## src/rtl/bcdscn_cfg.svh

```systemverilog
/*
 Constants for the six-decade counter and digit scanner: timing counts, digit count, blank code and FIFO depth.
 Assumes a 100 MHz system clock; included by the top-level design file only.
*/
`ifndef BCDSCN_CFG_SVH
`define BCDSCN_CFG_SVH
`define BCDSCN_CLK_HZ 100000000
`define BCDSCN_SCAN_HZ 1000
`define BCDSCN_SCAN_CYC (`BCDSCN_CLK_HZ / `BCDSCN_SCAN_HZ)
`define BCDSCN_HOLD_MS 1000
`define BCDSCN_HOLD_CYC (`BCDSCN_CLK_HZ / 1000 * `BCDSCN_HOLD_MS)
`define BCDSCN_DIGITS 6
`define BCDSCN_BLANK_CODE 4'hf
`define BCDSCN_FIFO_DEPTH 32
`endif

```

## src/rtl/bcdscn_pkg.sv

```systemverilog
/*
 Types shared by the counter/scanner design.
 Assumes the cfg header is included where constants are needed.
*/
package bcdscn_pkg;
	typedef enum logic [1:0] {
		bcdscn_idle,
		bcdscn_hold,
		bcdscn_wait_turn,
		bcdscn_transfer
	} bcdscn_mode_t;

	typedef struct packed {
		logic [3:0] digit;
		logic [2:0] pos;
	} bcdscn_item_t;

	typedef struct packed {
		logic [3:0] data;
		logic [5:0] select;
		logic blank;
	} bcdscn_disp_t;
endpackage : bcdscn_pkg

```

## src/rtl/bcdscn_mem.sv

```systemverilog
/*
 Small dual-port memory for the FIFO; read data come out of a register.
 Assumes one clock shared by both ports.
*/
`timescale 1ns/10ps
module bcdscn_mem #(
	parameter int WIDTH = 7,
	parameter int DEPTH = 32,
	parameter int AW = $clog2(DEPTH)
) (
	input wire logic sys_clk,
	input wire logic wr_en,
	input wire logic [AW-1:0] wr_addr,
	input wire logic [WIDTH-1:0] wr_data,
	input wire logic [AW-1:0] rd_addr,
	output logic [WIDTH-1:0] rd_data
);
	logic [WIDTH-1:0] store [DEPTH];

	always_ff @(posedge sys_clk)
	begin
		if (wr_en)
		begin
			store[wr_addr] <= wr_data;
		end
		rd_data <= store[rd_addr];
	end
endmodule : bcdscn_mem

```

## src/rtl/bcdscn_fifo.sv

```systemverilog
/*
 Show-ahead FIFO with valid/ready on both sides, built on bcdscn_mem.
 Assumes synchronous active-high reset on sys_clk.
*/
`timescale 1ns/10ps
module bcdscn_fifo #(
	parameter int WIDTH = 7,
	parameter int DEPTH = 32
) (
	input wire logic sys_clk,
	input wire logic reset,
	input wire logic in_valid,
	output logic in_ready,
	input wire logic [WIDTH-1:0] in_data,
	output logic out_valid,
	input wire logic out_ready,
	output logic [WIDTH-1:0] out_data
);
	localparam int AW = $clog2(DEPTH);

	typedef struct packed {
		logic [AW-1:0] wr_ptr;
		logic [AW-1:0] rd_ptr;
		logic [AW:0] count;
		logic out_valid;
	} bcdscn_fifo_st_t;

	bcdscn_fifo_st_t st_ff;
	bcdscn_fifo_st_t nxt_st;
	logic push;
	logic pop;
	logic load;
	logic [AW-1:0] rd_addr;

	// The memory read is registered, so the head word is fetched one cycle ahead into the output stage.
	assign in_ready = (st_ff.count != (AW+1)'(DEPTH));
	assign push = in_valid && in_ready;
	assign pop = st_ff.out_valid && out_ready;
	assign load = (st_ff.count != '0) && (!st_ff.out_valid || pop);
	assign rd_addr = st_ff.rd_ptr;
	assign out_valid = st_ff.out_valid;

	bcdscn_mem #(.WIDTH(WIDTH), .DEPTH(DEPTH)) u_mem (
		.sys_clk(sys_clk),
		.wr_en(push),
		.wr_addr(st_ff.wr_ptr),
		.wr_data(in_data),
		.rd_addr(rd_addr),
		.rd_data(out_data)
	);

	always_comb
	begin
		nxt_st = st_ff;
		if (push)
		begin
			nxt_st.wr_ptr = st_ff.wr_ptr + 1'b1;
		end
		if (load)
		begin
			nxt_st.rd_ptr = st_ff.rd_ptr + 1'b1;
		end
		nxt_st.count = st_ff.count + (AW+1)'(push) - (AW+1)'(load);
		if (load)
		begin
			nxt_st.out_valid = 1'b1;
		end
		else if (pop)
		begin
			nxt_st.out_valid = 1'b0;
		end
	end

	always_ff @(posedge sys_clk)
	begin
		if (reset)
		begin
			st_ff <= '0;
		end
		else
		begin
			st_ff <= nxt_st;
		end
	end
endmodule : bcdscn_fifo

```

## src/rtl/bcdscn_top.sv

```systemverilog
/*
 Six-decade gated BCD pulse counter with overflow, digit scanner and printer-loop transfer port.
 Assumes all inputs synchronous to sys_clk; count pulses are one-cycle strobes.
*/
`timescale 1ns/10ps
`include "bcdscn_cfg.svh"
module bcdscn_top
	import bcdscn_pkg::*;
#(
	parameter int DIGITS = `BCDSCN_DIGITS,
	parameter int SCAN_CYC = `BCDSCN_SCAN_CYC,
	parameter int HOLD_CYC = `BCDSCN_HOLD_CYC,
	parameter int FIFO_DEPTH = `BCDSCN_FIFO_DEPTH
) (
	input wire logic sys_clk,
	input wire logic reset,
	input wire logic pos_pulse,
	input wire logic neg_pulse,
	input wire logic count_stop_switch,
	input wire logic ext_gate,
	input wire logic print_request,
	input wire logic print_advance,
	input wire logic previous_module_done,
	output logic own_module_done,
	output logic gate_indicator,
	output logic overflow_pulse,
	output logic overflow_flag,
	output logic [3:0] sys_data_out,
	output logic sys_data_oe,
	output logic sys_data_valid,
	output logic [3:0] disp_data,
	output logic [DIGITS-1:0] disp_select,
	output logic disp_blank,
	output logic msd_select,
	output logic lsd_select,
	output logic pulse_ready
);
	localparam int SCW = $clog2(SCAN_CYC);
	localparam int HCW = $clog2(HOLD_CYC + 1);
	localparam logic [2:0] LAST_POS = 3'(DIGITS - 1);

	typedef struct packed {
		logic [DIGITS-1:0][3:0] count;
		logic ovf_pulse;
		logic ovf_flag;
		logic [2:0] pos;
		logic [SCW-1:0] tick_cnt;
		logic [HCW-1:0] hold_cnt;
		bcdscn_mode_t mode;
		logic done;
		logic [3:0] sys_data;
		logic sys_oe;
		bcdscn_disp_t disp;
	} bcdscn_st_t;

	bcdscn_st_t st_ff;
	bcdscn_st_t nxt_st;
	logic gate_open;
	logic counting;
	logic scan_step;
	logic tick;
	logic [DIGITS:0] carry;
	logic [DIGITS-1:0][3:0] nxt_count;
	logic [3:0] cur_digit;
	bcdscn_item_t fifo_in;
	bcdscn_item_t fifo_out;
	logic fifo_in_valid;
	logic fifo_out_valid;
	logic fifo_in_ready;

	assign gate_open = count_stop_switch && ext_gate;
	assign counting = gate_open && (st_ff.mode == bcdscn_idle);
	assign gate_indicator = counting;

	// Pulses are queued so that a burst arriving while the chain ripples is not lost; a full queue stalls the source.
	assign fifo_in.digit = 4'h1;
	assign fifo_in.pos = 3'h0;
	assign fifo_in_valid = counting && (pos_pulse || neg_pulse);
	assign pulse_ready = fifo_in_ready;

	bcdscn_fifo #(.WIDTH($bits(bcdscn_item_t)), .DEPTH(FIFO_DEPTH)) u_fifo (
		.sys_clk(sys_clk),
		.reset(reset),
		.in_valid(fifo_in_valid),
		.in_ready(fifo_in_ready),
		.in_data(fifo_in),
		.out_valid(fifo_out_valid),
		.out_ready(1'b1),
		.out_data(fifo_out)
	);

	// BCD ripple chain; each decade carries from nine to zero.
	assign carry[0] = fifo_out_valid && (fifo_out.digit != 4'h0);
	genvar gi;
	generate
		for (gi = 0; gi < DIGITS; gi++)
		begin : g_decade
			always_comb
			begin
				nxt_count[gi] = st_ff.count[gi];
				carry[gi+1] = 1'b0;
				if (carry[gi])
				begin
					if (st_ff.count[gi] == 4'h9)
					begin
						nxt_count[gi] = 4'h0;
						carry[gi+1] = 1'b1;
					end
					else
					begin
						nxt_count[gi] = st_ff.count[gi] + 4'h1;
					end
				end
			end
		end
	endgenerate

	assign tick = (st_ff.tick_cnt == SCW'(SCAN_CYC - 1));
	assign scan_step = (st_ff.mode == bcdscn_transfer) ? print_advance : (st_ff.mode == bcdscn_idle && tick);
	assign cur_digit = st_ff.count[LAST_POS - st_ff.pos];

	always_comb
	begin
		nxt_st = st_ff;
		nxt_st.count = nxt_count;
		nxt_st.ovf_pulse = carry[DIGITS];
		if (carry[DIGITS])
		begin
			nxt_st.ovf_flag = 1'b1;
		end
		nxt_st.tick_cnt = tick ? '0 : st_ff.tick_cnt + 1'b1;
		if (scan_step)
		begin
			nxt_st.pos = (st_ff.pos == LAST_POS) ? 3'h0 : st_ff.pos + 3'h1;
		end
		nxt_st.disp.data = cur_digit;
		nxt_st.disp.select = 6'(DIGITS'(1) << st_ff.pos);
		nxt_st.disp.blank = 1'b0;
		nxt_st.sys_data = cur_digit;
		unique case (st_ff.mode)
			bcdscn_idle:
			begin
				nxt_st.done = 1'b0;
				nxt_st.sys_oe = 1'b0;
				if (print_request)
				begin
					nxt_st.mode = bcdscn_hold;
					nxt_st.hold_cnt = '0;
					nxt_st.pos = 3'h0;
					nxt_st.disp.blank = 1'b1;
				end
			end
			bcdscn_hold:
			begin
				nxt_st.disp.blank = 1'b1;
				nxt_st.hold_cnt = st_ff.hold_cnt + 1'b1;
				if (st_ff.hold_cnt == HCW'(HOLD_CYC - 1))
				begin
					nxt_st.mode = bcdscn_wait_turn;
				end
			end
			bcdscn_wait_turn:
			begin
				nxt_st.disp.blank = 1'b1;
				nxt_st.pos = 3'h0;
				if (previous_module_done && !st_ff.done)
				begin
					nxt_st.mode = bcdscn_transfer;
					nxt_st.sys_oe = 1'b1;
					// The top digit must be lit from the first cycle that it stands on the shared lines.
					nxt_st.disp.blank = 1'b0;
				end
				if (!print_request)
				begin
					nxt_st.mode = bcdscn_idle;
					nxt_st.done = 1'b0;
				end
			end
			bcdscn_transfer:
			begin
				// Only the digit on the shared lines is lit.
				if (scan_step && st_ff.pos == LAST_POS)
				begin
					nxt_st.mode = bcdscn_wait_turn;
					nxt_st.sys_oe = 1'b0;
					nxt_st.done = 1'b1;
					nxt_st.disp.blank = 1'b1;
				end
				else
				begin
					nxt_st.disp.blank = 1'b0;
				end
			end
		endcase
		if (st_ff.mode == bcdscn_wait_turn && st_ff.done)
		begin
			nxt_st.mode = print_request ? bcdscn_wait_turn : bcdscn_idle;
		end
	end

	// Reset clears the register in one step, so no false carry reaches the overflow pulse.
	always_ff @(posedge sys_clk)
	begin
		if (reset)
		begin
			st_ff <= '0;
			st_ff.mode <= bcdscn_idle;
		end
		else
		begin
			st_ff <= nxt_st;
		end
	end

	assign own_module_done = st_ff.done;
	assign overflow_pulse = st_ff.ovf_pulse;
	assign overflow_flag = st_ff.ovf_flag;
	assign sys_data_out = st_ff.sys_oe ? st_ff.sys_data : 4'h0;
	assign sys_data_oe = st_ff.sys_oe;
	assign sys_data_valid = st_ff.sys_oe;
	assign disp_data = st_ff.disp.blank ? `BCDSCN_BLANK_CODE : st_ff.disp.data;
	assign disp_select = st_ff.disp.blank ? '0 : st_ff.disp.select[DIGITS-1:0];
	assign disp_blank = st_ff.disp.blank;
	assign msd_select = (st_ff.pos == 3'h0);
	assign lsd_select = (st_ff.pos == LAST_POS);
endmodule : bcdscn_top

```

## config.mk

```make
export PLATFORM = sky130hd
export DESIGN_NAME = bcdscn_top
export DESIGN_NICKNAME = d
export VERILOG_FILES = /design/src/rtl/bcdscn_pkg.sv /design/src/rtl/bcdscn_mem.sv /design/src/rtl/bcdscn_fifo.sv /design/src/rtl/bcdscn_top.sv
export VERILOG_INCLUDE_DIRS = /design/src /design/src/rtl
export SDC_FILE = /design/constraint.sdc
export NUM_CORES = 1
export LEC_CHECK = 0
export ABC_AREA = 1
export BUFFER_PORTS_ARGS = -buffer_cell sky130_fd_sc_hd__buf_2
export CAP_MARGIN = 40
export CORE_UTILIZATION = 59
export CTS_CLUSTER_DIAMETER = 30
export DETAILED_ROUTE_END_ITERATION = 10
export PLACE_DENSITY = 0.78
export SLEW_MARGIN = 20
export SYNTH_ARGS = -nofsm -noshare
export SYNTH_HDL_FRONTEND = slang
export SYNTH_SLANG_ARGS = --single-unit
```

## constraint.sdc

```tcl
create_clock -name sys_clk -period 2.9 [get_ports sys_clk]
set_input_delay 0.29 -clock sys_clk [delete_from_list [all_inputs] [get_ports sys_clk]]
set_output_delay 0.29 -clock sys_clk [all_outputs]
set_load 0.02 [all_outputs]
```

==> flow_metrics.py, run 1 <==
metrics = {
    "layout": {
        "final_cells": 905,
        "layout-drive-gt1-share_pct": 12.1,
        "n_fill_cell": 749,
        "syn2layout_area_growth_pct": 7.71,
        "fin_nets": 820,
        "num_antenna_cells": 0,
    },
    "sta": {
        "setup_tns_ps": 0,
        "hold_slack_ps": 275,
        "clock_skew_ps": 12.7,
        "final_hold_viol_count": 0,
        "fin_crit_ps": 2340,
        "max_freq_mhz": 427,
        "relSlewSlack_pct": 54.9,
        "setup_ws_ps": 558,
        "setup_viol_count_final": 0,
        "rsz0062_at_grt": "no",
        "max_slew.worst_pin.slew_ps": 676,
        "final-max-slew-violation-count": 0,
        "period_share_pct": 80.8,
    },
    "worst_setup_path": {
        "critPathSlowestCell": "fa_1",
        "crit_chain": "inv_1 -> ha_1 -> nand4_1 -> ha_1 -> inv_1 -> ha_1 -> fa_1 -> nand2_1 -> inv_1 -> o21ai_0 -> nand2_1 -> o21ai_0 -> a21oi_1",
        "crit_family": "adder cells",
        "r2r_cells": 13,
        "critical_path.max_stage_delay_ps": 400,
        "reg2reg_from": "u_fifo.st_ff[4]",
        "cp_max_fo": 2,
        "path_class": "register to register",
        "reg2reg_to": "u_fifo.st_ff[5]",
        "required_ps": 3150,
        "crit_arrival_ps": 2600,
        "cp_num_buf_inv": 3,
        "ff2ff_setup_slack_ps": 560,
        "worstSetupStartpointType": "register",
        "end_kind": "register",
    },
    "routing": {
        "ant_nets": 0,
        "via_count": 4927,
        "avgRoutedWirePerCell_um": 12.4,
        "first_iter_violations": 210,
        "routed_wl_mm": 11.2,
        "drtPass1Iterations": 5,
        "drc_errors": 0,
        "viasPerCell": 5.44,
    },
    "global_route": {
        "grt_max_degree": 39,
        "antenna_found_initial": 0,
        "track_usage_pct": 26.1,
        "overflow": 0,
        "grt_pass1_wl_mm": 19.1,
        "grt_pass1_vias": 4470,
    },
    "pwr": {
        "p_per_area_nw_per_um2": 501,
        "power_uw": 2800,
        "ir_worst_vdd_mv": 0.449,
        "p_leak_uw": 0.00227,
    },
    "yosys": {
        "avgSynthCellArea_um2": 6.76,
        "synth.yosys.seq_area_share_pct": 36.6,
        "ys_warn_count": 0,
        "synth-seq-cells": 95,
        "syn_nets": 793,
        "synth_area_um2": 5190,
        "synth_cell_types": 47,
        "syn_inst": 768,
    },
    "placed_design": {
        "place_hpwl_mm": 8.41,
        "post-place-ws_ps": 581,
        "place.gp.congestion": 0.888,
        "dp.cells": 889,
        "portBuffers": 32,
    },
    "floorplanning": {
        "core_um2": 8380,
        "num_rows": 33,
        "io_pins": 33,
        "die_area_um2": 9180,
        "die_w_um": 95.8,
        "initial_core_util_pct": 62.0,
        "die_y_um": 95.8,
    },
    "worst_hold_path": {
        "hold_end": "own_module_done",
        "min_path_cells": 3,
        "worstHoldStart": "print_advance",
        "worstHoldPathType": "input port to register",
    },
    "cts": {
        "post_cts_buffers": 0,
        "cts-root-buf": "clkbuf_8",
        "tritoncts": "built",
        "path_clk_slew_ps": 90,
        "cts_hold_buf": 0,
        "htreeDepth": 3,
        "cts_inserted_buffers": 9,
        "clock_latency_ps": 360,
        "cts_resized": 0,
        "clk_path_buf_depth": 2,
        "numClockSinks": 95,
    },
    "status": {
        "status": "completed",
    },
    "run": {
        "cap_violations": 0,
    },
}
[layout by cell type, fill, tap and decap left out, types with 4 or more instances in the layout]
| cell type | n |
|---|---|
| inv_1 | 112 |
| inv_2 | 8 |
| o211ai_1 | 4 |
| dfxtp_1 | 95 |
| nand4_1 | 16 |
| a31oi_1 | 5 |
| or2_2 | 4 |
| nor3_1 | 22 |
| clkbuf_8 | 9 |
| ha_1 | 15 |
| nor2_4 | 7 |
| buf_4 | 4 |
| xor2_1 | 10 |
| o21ai_0 | 39 |
| a21oi_1 | 65 |
| nand2_2 | 9 |
| buf_2 | 32 |
| nor2_1 | 100 |
| nand2_1 | 151 |
| nand3_1 | 49 |
[kinds of logic after synthesis]
kind of cell	synth area share [%]
fa+ha+maj	4.00
xor+xnor	1.69
compound gates	13.6
flops	36.6
simple gates	33.5
buf+inv	10.6
[layer usage]
layer	vias up	routed length (um)	track usage (%)
met4	0	112	7.46
met1	2265	5340	34.3
met3	10	680	5.77
met2	132	5090	43.0
li1	2520	-	-
met5	-	0	0
[worst max path at each step]
stage	start	to	slack [ps]	depth (start not counted)
after floorplan	u_fifo.st_ff[3]	u_fifo.st_ff[5]	740	12
after global placement	u_fifo.st_ff[3]	u_fifo.st_ff[5]	700	13
after detailed placement	u_fifo.st_ff[4]	u_fifo.st_ff[5]	580	13
after CTS	u_fifo.st_ff[4]	u_fifo.st_ff[5]	560	13
after global routing	u_fifo.st_ff[4]	u_fifo.st_ff[5]	340	13
final	u_fifo.st_ff[4]	u_fifo.st_ff[5]	560	13
[Yosys cell counts, drive strengths merged]
cell type,number,share of area (%)
o32ai,1,0.17
buf,11,1.3
nor2,109,9.0
o21a,1,0.14
a21o,1,0.17
or3,1,0.12
o21bai,1,0.14
nor3,27,3.3
ha,15,3.6
a31oi,5,0.60
fa,1,0.39
o21ai,43,4.3
a21oi,66,6.4
o211a,1,0.19
a211oi,2,0.29
nor4,2,0.36
nor3b,1,0.14
a211o,1,0.17
and3,1,0.12
nand3,52,5.3
xor2,10,1.7
nand2,161,12
o211ai,4,0.58
nand4,16,1.9
o21ba,1,0.19
dfxtp,95,37
or2,8,0.96
inv,120,8.7
o22ai,2,0.24
clkbuf,9,0.65
[worst register-to-register path: stages, from the launching register on]
cell     delay [ps]
dfxtp_1         330
inv_1            80
ha_1            180
nand4_1         140
ha_1            310
inv_1            40
ha_1            210
fa_1            400
nand2_1          80
inv_1            50
o21ai_0         150
nand2_1          80
o21ai_0         140
a21oi_1          50
[final cells by class]
type | instances | area (um2) | share of cell area (%)
Tap cell | 105 | 131 | 2.35
Multi-Input combinational cell | 533 | 2740 | 49.0
Clock buffer | 9 | 124 | 2.21
Sequential cell | 95 | 1900 | 34.0
Clock inverter | 7 | 56.3 | 1.01
Inverter | 120 | 450 | 8.05
Timing Repair Buffer | 36 | 190 | 3.40
[registers in the layout, summed over array words and instances (netlist names)]
name	flops
u_fifo.out_valid	1
st_ff	83
overflow_pulse	1
u_fifo.st_ff	6
disp_blank	1
sys_data_oe	1
overflow_flag	1
own_module_done	1
[power by group]
group	leakage, uW	switching, uW	total (uW)	internal [uW]
Sequential	0.000769	57.1	1430	1370
Clock	0.0000906	501	824	323
Combinational	0.00141	354	552	198
Total	0.00227	912	2800	1890
[stage by stage]
step | util, % | cell area, um2
after floorplan | - | 5190
after global placement | 64.6 | 5410
after detailed placement | 64.6 | 5410
after CTS | 66.7 | 5590
after global routing | 66.7 | 5590
final | 66.7 | 5590
(Power assumes the default switching activity.)
==> run 2: changes to the inputs <==
--- a/config.mk
+++ b/config.mk
@@ -9,10 +9,10 @@
 export ABC_AREA = 1
 export BUFFER_PORTS_ARGS = -buffer_cell sky130_fd_sc_hd__buf_2
 export CAP_MARGIN = 40
-export CORE_UTILIZATION = 59
+export CORE_UTILIZATION = 55
 export CTS_CLUSTER_DIAMETER = 30
 export DETAILED_ROUTE_END_ITERATION = 10
-export PLACE_DENSITY = 0.78
+export PLACE_DENSITY = 0.76
 export SLEW_MARGIN = 20
 export SYNTH_ARGS = -nofsm -noshare
 export SYNTH_HDL_FRONTEND = slang
==> constraint.sdc (replaced) <==
create_clock -name sys_clk -period 2 [get_ports sys_clk]
set_input_delay 0.2 -clock sys_clk [delete_from_list [all_inputs] [get_ports sys_clk]]
set_output_delay 0.2 -clock sys_clk [all_outputs]
set_load 0.02 [all_outputs]
==> run 2 against run 1 <==
  * The flow now finishes with violations (setup timing)
  * Setup slack worse by 680 ps
  * Flip-flop and latch count unchanged
  * Worst hold slack worse by 93 ps
  * Fmax up 10%
  * Critical path depth unchanged
  * Cell count up 2.9%
  * Sequential power up 45%
  * Clock-buffer cell count up 1
  * Clock skew up 0.60 ps
  * Global-route usage down 1.7 points
  * Sequential share of layout area down 1.0 points
  * Critical path type unchanged
==> flow_metrics.py, run 2 (synthesis results as in run 1) <==
metrics = {
    "worst_setup_path": {
        "crit_family": "adder cells",
        "critPathSlowestCell": "fa_2",
        "cp_max_fo": 2,
        "required_ps": 2260,
        "crit_arrival_ps": 2380,
        "cp_num_buf_inv": 3,
        "r2r_cells": 13,
        "crit_chain": "inv_2 -> ha_4 -> nand4_1 -> ha_1 -> inv_1 -> ha_2 -> fa_2 -> nand2_2 -> inv_2 -> o21ai_1 -> nand2_1 -> o21ai_1 -> a21oi_1",
        "path_class": "register to register",
        "critical_path.max_stage_delay_ps": 360,
        "worstSetupStartpointType": "register",
        "end_kind": "register",
        "path_depth": 13,
    },
    "cts": {
        "cts_hold_buf": 0,
        "clock_latency_ps": 370,
        "clk_path_buf_depth": 2,
        "tritoncts": "built",
        "cts-root-buf": "clkbuf_8",
        "cts_inserted_buffers": 9,
        "path_clk_slew_ps": 90,
        "htreeDepth": 3,
        "numClockSinks": 95,
    },
    "global_route": {
        "grt_pass1_wl_mm": 19.7,
        "antenna_found_initial": 0,
        "track_usage_pct": 24.4,
        "grt_pass1_vias": 4631,
        "overflow": 0,
        "grt_max_degree": 39,
    },
    "routing": {
        "first_iter_violations": 259,
        "routed_wl_mm": 11.4,
        "via_count": 4914,
        "drc_errors": 0,
        "ant_nets": 0,
        "viasPerCell": 5.28,
        "avgRoutedWirePerCell_um": 12.3,
        "drtPass1Iterations": 5,
    },
    "pwr": {
        "ir_worst_vdd_mv": 0.722,
        "power_uw": 4360,
        "intPower_uw": 2960,
        "comb_power_share_pct": 26.1,
        "power_frac_seq_pct": 47.4,
        "switchingPower_uw": 1390,
        "p_leak_uw": 0.00235,
        "p_per_area_nw_per_um2": 753,
        "p_clk_share_pct": 26.4,
        "switching_share_pct": 32.0,
    },
    "floorplanning": {
        "core_um2": 9200,
        "die_w_um": 99.2,
        "num_rows": 35,
        "die_y_um": 99.2,
        "io_pins": 33,
        "initial_core_util_pct": 56.5,
        "die_area_um2": 9840,
    },
    "layout": {
        "reg_top3": "st_ff x83, u_fifo.st_ff x6",
        "final_cell_mix": "nand2_1 (149), inv_1 (106), nor2_1 (100)",
        "final_util_pct": 62.9,
        "layout-drive-gt1-share_pct": 16.1,
        "top_register": "st_ff",
        "num_antenna_cells": 0,
        "final_common_cell": "nand2_1",
        "fin_nets": 840,
        "largest_reg_flops": 83,
        "syn2layout_area_growth_pct": 11.4,
        "fin_area_um2": 5790,
    },
    "sta": {
        "hold_slack_ps": 182,
        "max_slew.worst_pin.slew_ps": 513,
        "clock_skew_ps": 13.3,
        "rsz0062_at_grt": "yes",
        "setup_viol_count_final": 1,
        "final_hold_viol_count": 0,
        "period_share_pct": 106,
        "final-max-slew-violation-count": 0,
        "setup_ws_ps": -122,
        "relSlewSlack_pct": 65.8,
        "fin_crit_ps": 2120,
        "max_freq_mhz": 471,
    },
    "status": {
        "violations": "setup timing",
        "status": "finished with violations",
    },
    "run": {
        "cap_violations": 0,
    },
    "worst_hold_path": {
        "min_path_cells": 3,
        "worstHoldPathType": "input port to register",
    },
    "placed_design": {
        "place.gp.congestion": 0.872,
        "place_hpwl_mm": 8.49,
        "post-place-ws_ps": -109,
        "portBuffers": 32,
        "placed_area_um2": 5510,
    },
}
## run 2: changes by cell type in the layout (fill, tap and decap cells not counted), sizes merged
cell | previous run | this run
inv | 123 | 121
clkbuf | 9 | 10
buf | 36 | 56
clkinvlp | 1 | 2
## run 2: path summary, 6_finish.rpt
kind,endpoint,startpoint,slack (ps)
max reg2reg,u_fifo.st_ff[5],u_fifo.st_ff[5],-120
min,own_module_done,print_advance,180
max,u_fifo.st_ff[5],u_fifo.st_ff[5],-120
min reg2reg,overflow_flag,overflow_flag,470
## run 2: stage by stage
step           TNS [ps]  instances
3_3_place_gp      -62.2        906
3_5_place_dp       -109        906
4_1_cts            -154        931
5_1_grt            -327        931
2_1_floorplan     -18.3        768
6_report           -122        931
## run 2: repair_timing
action                                  in CTS  in global routing
endpoints found under the setup margin       1                  5
pin swaps                                    3                  2
gates resized for setup                      2                 13
gates cloned                                 0                  0
setup buffers                                9                  3
## run 2: final cells by class
cell class                      count  area, um2
Clock buffer                       10        128
Tap cell                          111        139
Fill cell                         827       3410
Clock inverter                      6       46.3
Inverter                          120        450
Sequential cell                    95       1910
Timing Repair Buffer               56        340
Multi-Input combinational cell    533       2780
## run 2: tightest hold or removal path, cell delays in order
cell and delay, ps:
buf_2 120, nand4_1 110, a21oi_1 70
## run 2: power groups by stage
stage	combinational [uW]	clock [uW]	sequential, uW
3_5_place_dp	922	0	2100
6_report	1140	1150	2070
3_3_place_gp	868	0	2090
2_1_floorplan	643	0	2080
4_1_cts	1040	1180	2060
5_1_grt	1280	1250	2080
## run 2: layer usage
metal | vias to the layer above | global-route usage (%) | wire length, um
li1 | 2564 | - | -
met5 | - | 0 | 0
met2 | 108 | 43.1 | 5400
met1 | 2226 | 30.5 | 5350
met3 | 16 | 4.71 | 497
met4 | 0 | 6.79 | 159
==> run 3: changes to the inputs <==
==> constraint.sdc (replaced) <==
create_clock -name sys_clk -period 2 [get_ports sys_clk]
set_input_delay 0.2 -clock sys_clk [delete_from_list [all_inputs] [get_ports sys_clk]]
set_output_delay 0.2 -clock sys_clk [all_outputs]
set_load 0.01 [all_outputs]
==> run 3 against run 2 <==
  * Clock skew is 2.9 ps lower
  * Total power is 0.17% higher
  * Largest power group unchanged
  * Routed wire length is 0.87% lower
  * Critical endpoint unchanged
  * Design area is 0.11% lower
  * The flow still finishes with violations (setup timing)
  * Cell count is 0.54% lower
==> flow_metrics.py, run 3 (synthesis results as in run 1) <==
metrics = {
    "sta": {
        "rsz0062_at_grt": "yes",
        "final_hold_viol_count": 0,
        "clock_skew_ps": 10.3,
        "max_freq_mhz": 474,
        "fin_crit_ps": 2110,
        "final-max-slew-violation-count": 0,
        "period_share_pct": 105,
        "setup_tns_ps": -110,
        "setup_ws_ps": -110,
        "relSlewSlack_pct": 62.8,
        "max_slew.worst_pin.slew_ps": 558,
        "setup_viol_count_final": 1,
    },
    "pwr": {
        "p_leak_uw": 0.00235,
        "ir_worst_vdd_mv": 0.737,
        "p_per_area_nw_per_um2": 755,
    },
    "cts": {
        "clock_latency_ps": 370,
        "tritoncts": "built",
        "path_clk_slew_ps": 90,
        "cts_inserted_buffers": 9,
        "cts_hold_buf": 0,
        "cts-root-buf": "clkbuf_8",
        "clk_path_buf_depth": 2,
        "numClockSinks": 95,
        "htreeDepth": 3,
    },
    "run": {
        "cap_violations": 0,
    },
    "floorplanning": {
        "die_area_um2": 9840,
        "num_rows": 35,
        "initial_core_util_pct": 56.5,
        "io_pins": 33,
        "die_y_um": 99.2,
        "die_w_um": 99.2,
        "core_um2": 9200,
    },
    "layout": {
        "final_cell_mix": "nand2_1 (147), inv_1 (106), nor2_1 (100)",
        "largest_reg_flops": 83,
        "num_antenna_cells": 0,
        "syn2layout_area_growth_pct": 11.3,
        "final_common_cell": "nand2_1",
        "top_register": "st_ff",
        "reg_top3": "st_ff x83, u_fifo.st_ff x6",
        "layout-drive-gt1-share_pct": 16.1,
        "fin_area_um2": 5780,
        "n_fill_cell": 836,
        "fin_nets": 836,
    },
    "worst_hold_path": {
        "worstHoldPathType": "input port to register",
        "min_path_cells": 3,
    },
    "worst_setup_path": {
        "required_ps": 2260,
        "r2r_cells": 13,
        "ff2ff_setup_slack_ps": -110,
        "path_class": "register to register",
        "end_kind": "register",
        "cp_max_fo": 2,
        "critical_path.max_stage_delay_ps": 360,
        "critPathSlowestCell": "fa_2",
        "path_depth": 13,
        "worst_path_most_repeated_cell": "inv_2",
        "worstSetupStartpointType": "register",
        "crit_family": "adder cells",
        "crit_arrival_ps": 2370,
        "crit_chain": "inv_2 -> ha_4 -> nand4_1 -> ha_1 -> inv_1 -> ha_2 -> fa_2 -> nand2_2 -> inv_2 -> o21ai_2 -> nand2_1 -> o21ai_1 -> a21oi_1",
        "cp_num_buf_inv": 3,
    },
    "placed_design": {
        "placed_area_um2": 5520,
        "portBuffers": 32,
        "place.gp.congestion": 0.920,
        "place_hpwl_mm": 8.38,
        "post-place-ws_ps": -157,
    },
    "global_route": {
        "overflow": 0,
        "track_usage_pct": 24.0,
        "grt_pass1_vias": 4378,
        "antenna_found_initial": 0,
        "grt_max_degree": 39,
        "grt_pass1_wl_mm": 19.1,
    },
    "routing": {
        "drtPass1Iterations": 5,
        "first_iter_violations": 235,
        "via_count": 4942,
        "viasPerCell": 5.34,
        "ant_nets": 0,
        "avgRoutedWirePerCell_um": 12.2,
        "routed_wl_mm": 11.3,
        "drc_errors": 0,
    },
    "status": {
        "violations": "setup timing",
        "status": "finished with violations",
    },
}
-- run 3: final timing paths --
| path | start | end |
|---|---|---|
| setup / recovery | u_fifo.st_ff[3] | u_fifo.st_ff[5] |
| hold / removal | print_advance | own_module_done |
| setup reg to reg | u_fifo.st_ff[3] | u_fifo.st_ff[5] |
| hold reg to reg | st_ff[49] | st_ff[49] |
-- run 3: power breakdown --
part	switching, uW	internal (uW)	leakage (uW)	total (uW)
registers	70.4	1990	0.000770	2060
clock network	672	518	0.0000954	1190
logic	620	497	0.00148	1120
-- run 3: per-stage QoR --
stage               utilization [%]  total power, uW  std cells  hold WS (ps)
finish                         62.8             4370        926           190
global route                   62.8             4650        926           186
CTS                            62.1             4200        923           170
detailed placement             60.0             3000        907           453
global placement               60.0             2960        907           449
floorplan                         -             2700        768           389
-- run 3: worst min-delay path, stage by stage --
cell	delay [ps]
buf_2	120
nand4_1	120
a21oi_1	70
-- run 3: final cells by class --
cell class,count,area [um2],area share (%)
clock buffer,11,151,2.62
inverter,120,450,7.79
sequential,95,1900,33.0
timing repair buffer,52,310,5.37
tap,111,139,2.40
clock inverter,4,31.3,0.541
multi-input combinational,533,2790,48.3
-- run 3: timing repair --
item,CTS,global route
endpoints found under the setup margin,1,3
setup buffers,1,3
pin swaps,5,8
hold endpoints to repair,0,0
cloned,0,0
resized for setup,1,18
-- run 3: routing by layer --
layer / GRT usage (%) / vias to the layer above / routed length (um)
met5: 0 / - / 0
met4: 7.35 / 0 / 150
met3: 4.08 / 15 / 617
met2: 41.0 / 128 / 5310
met1: 31.2 / 2246 / 5230
li1: - / 2553 / -
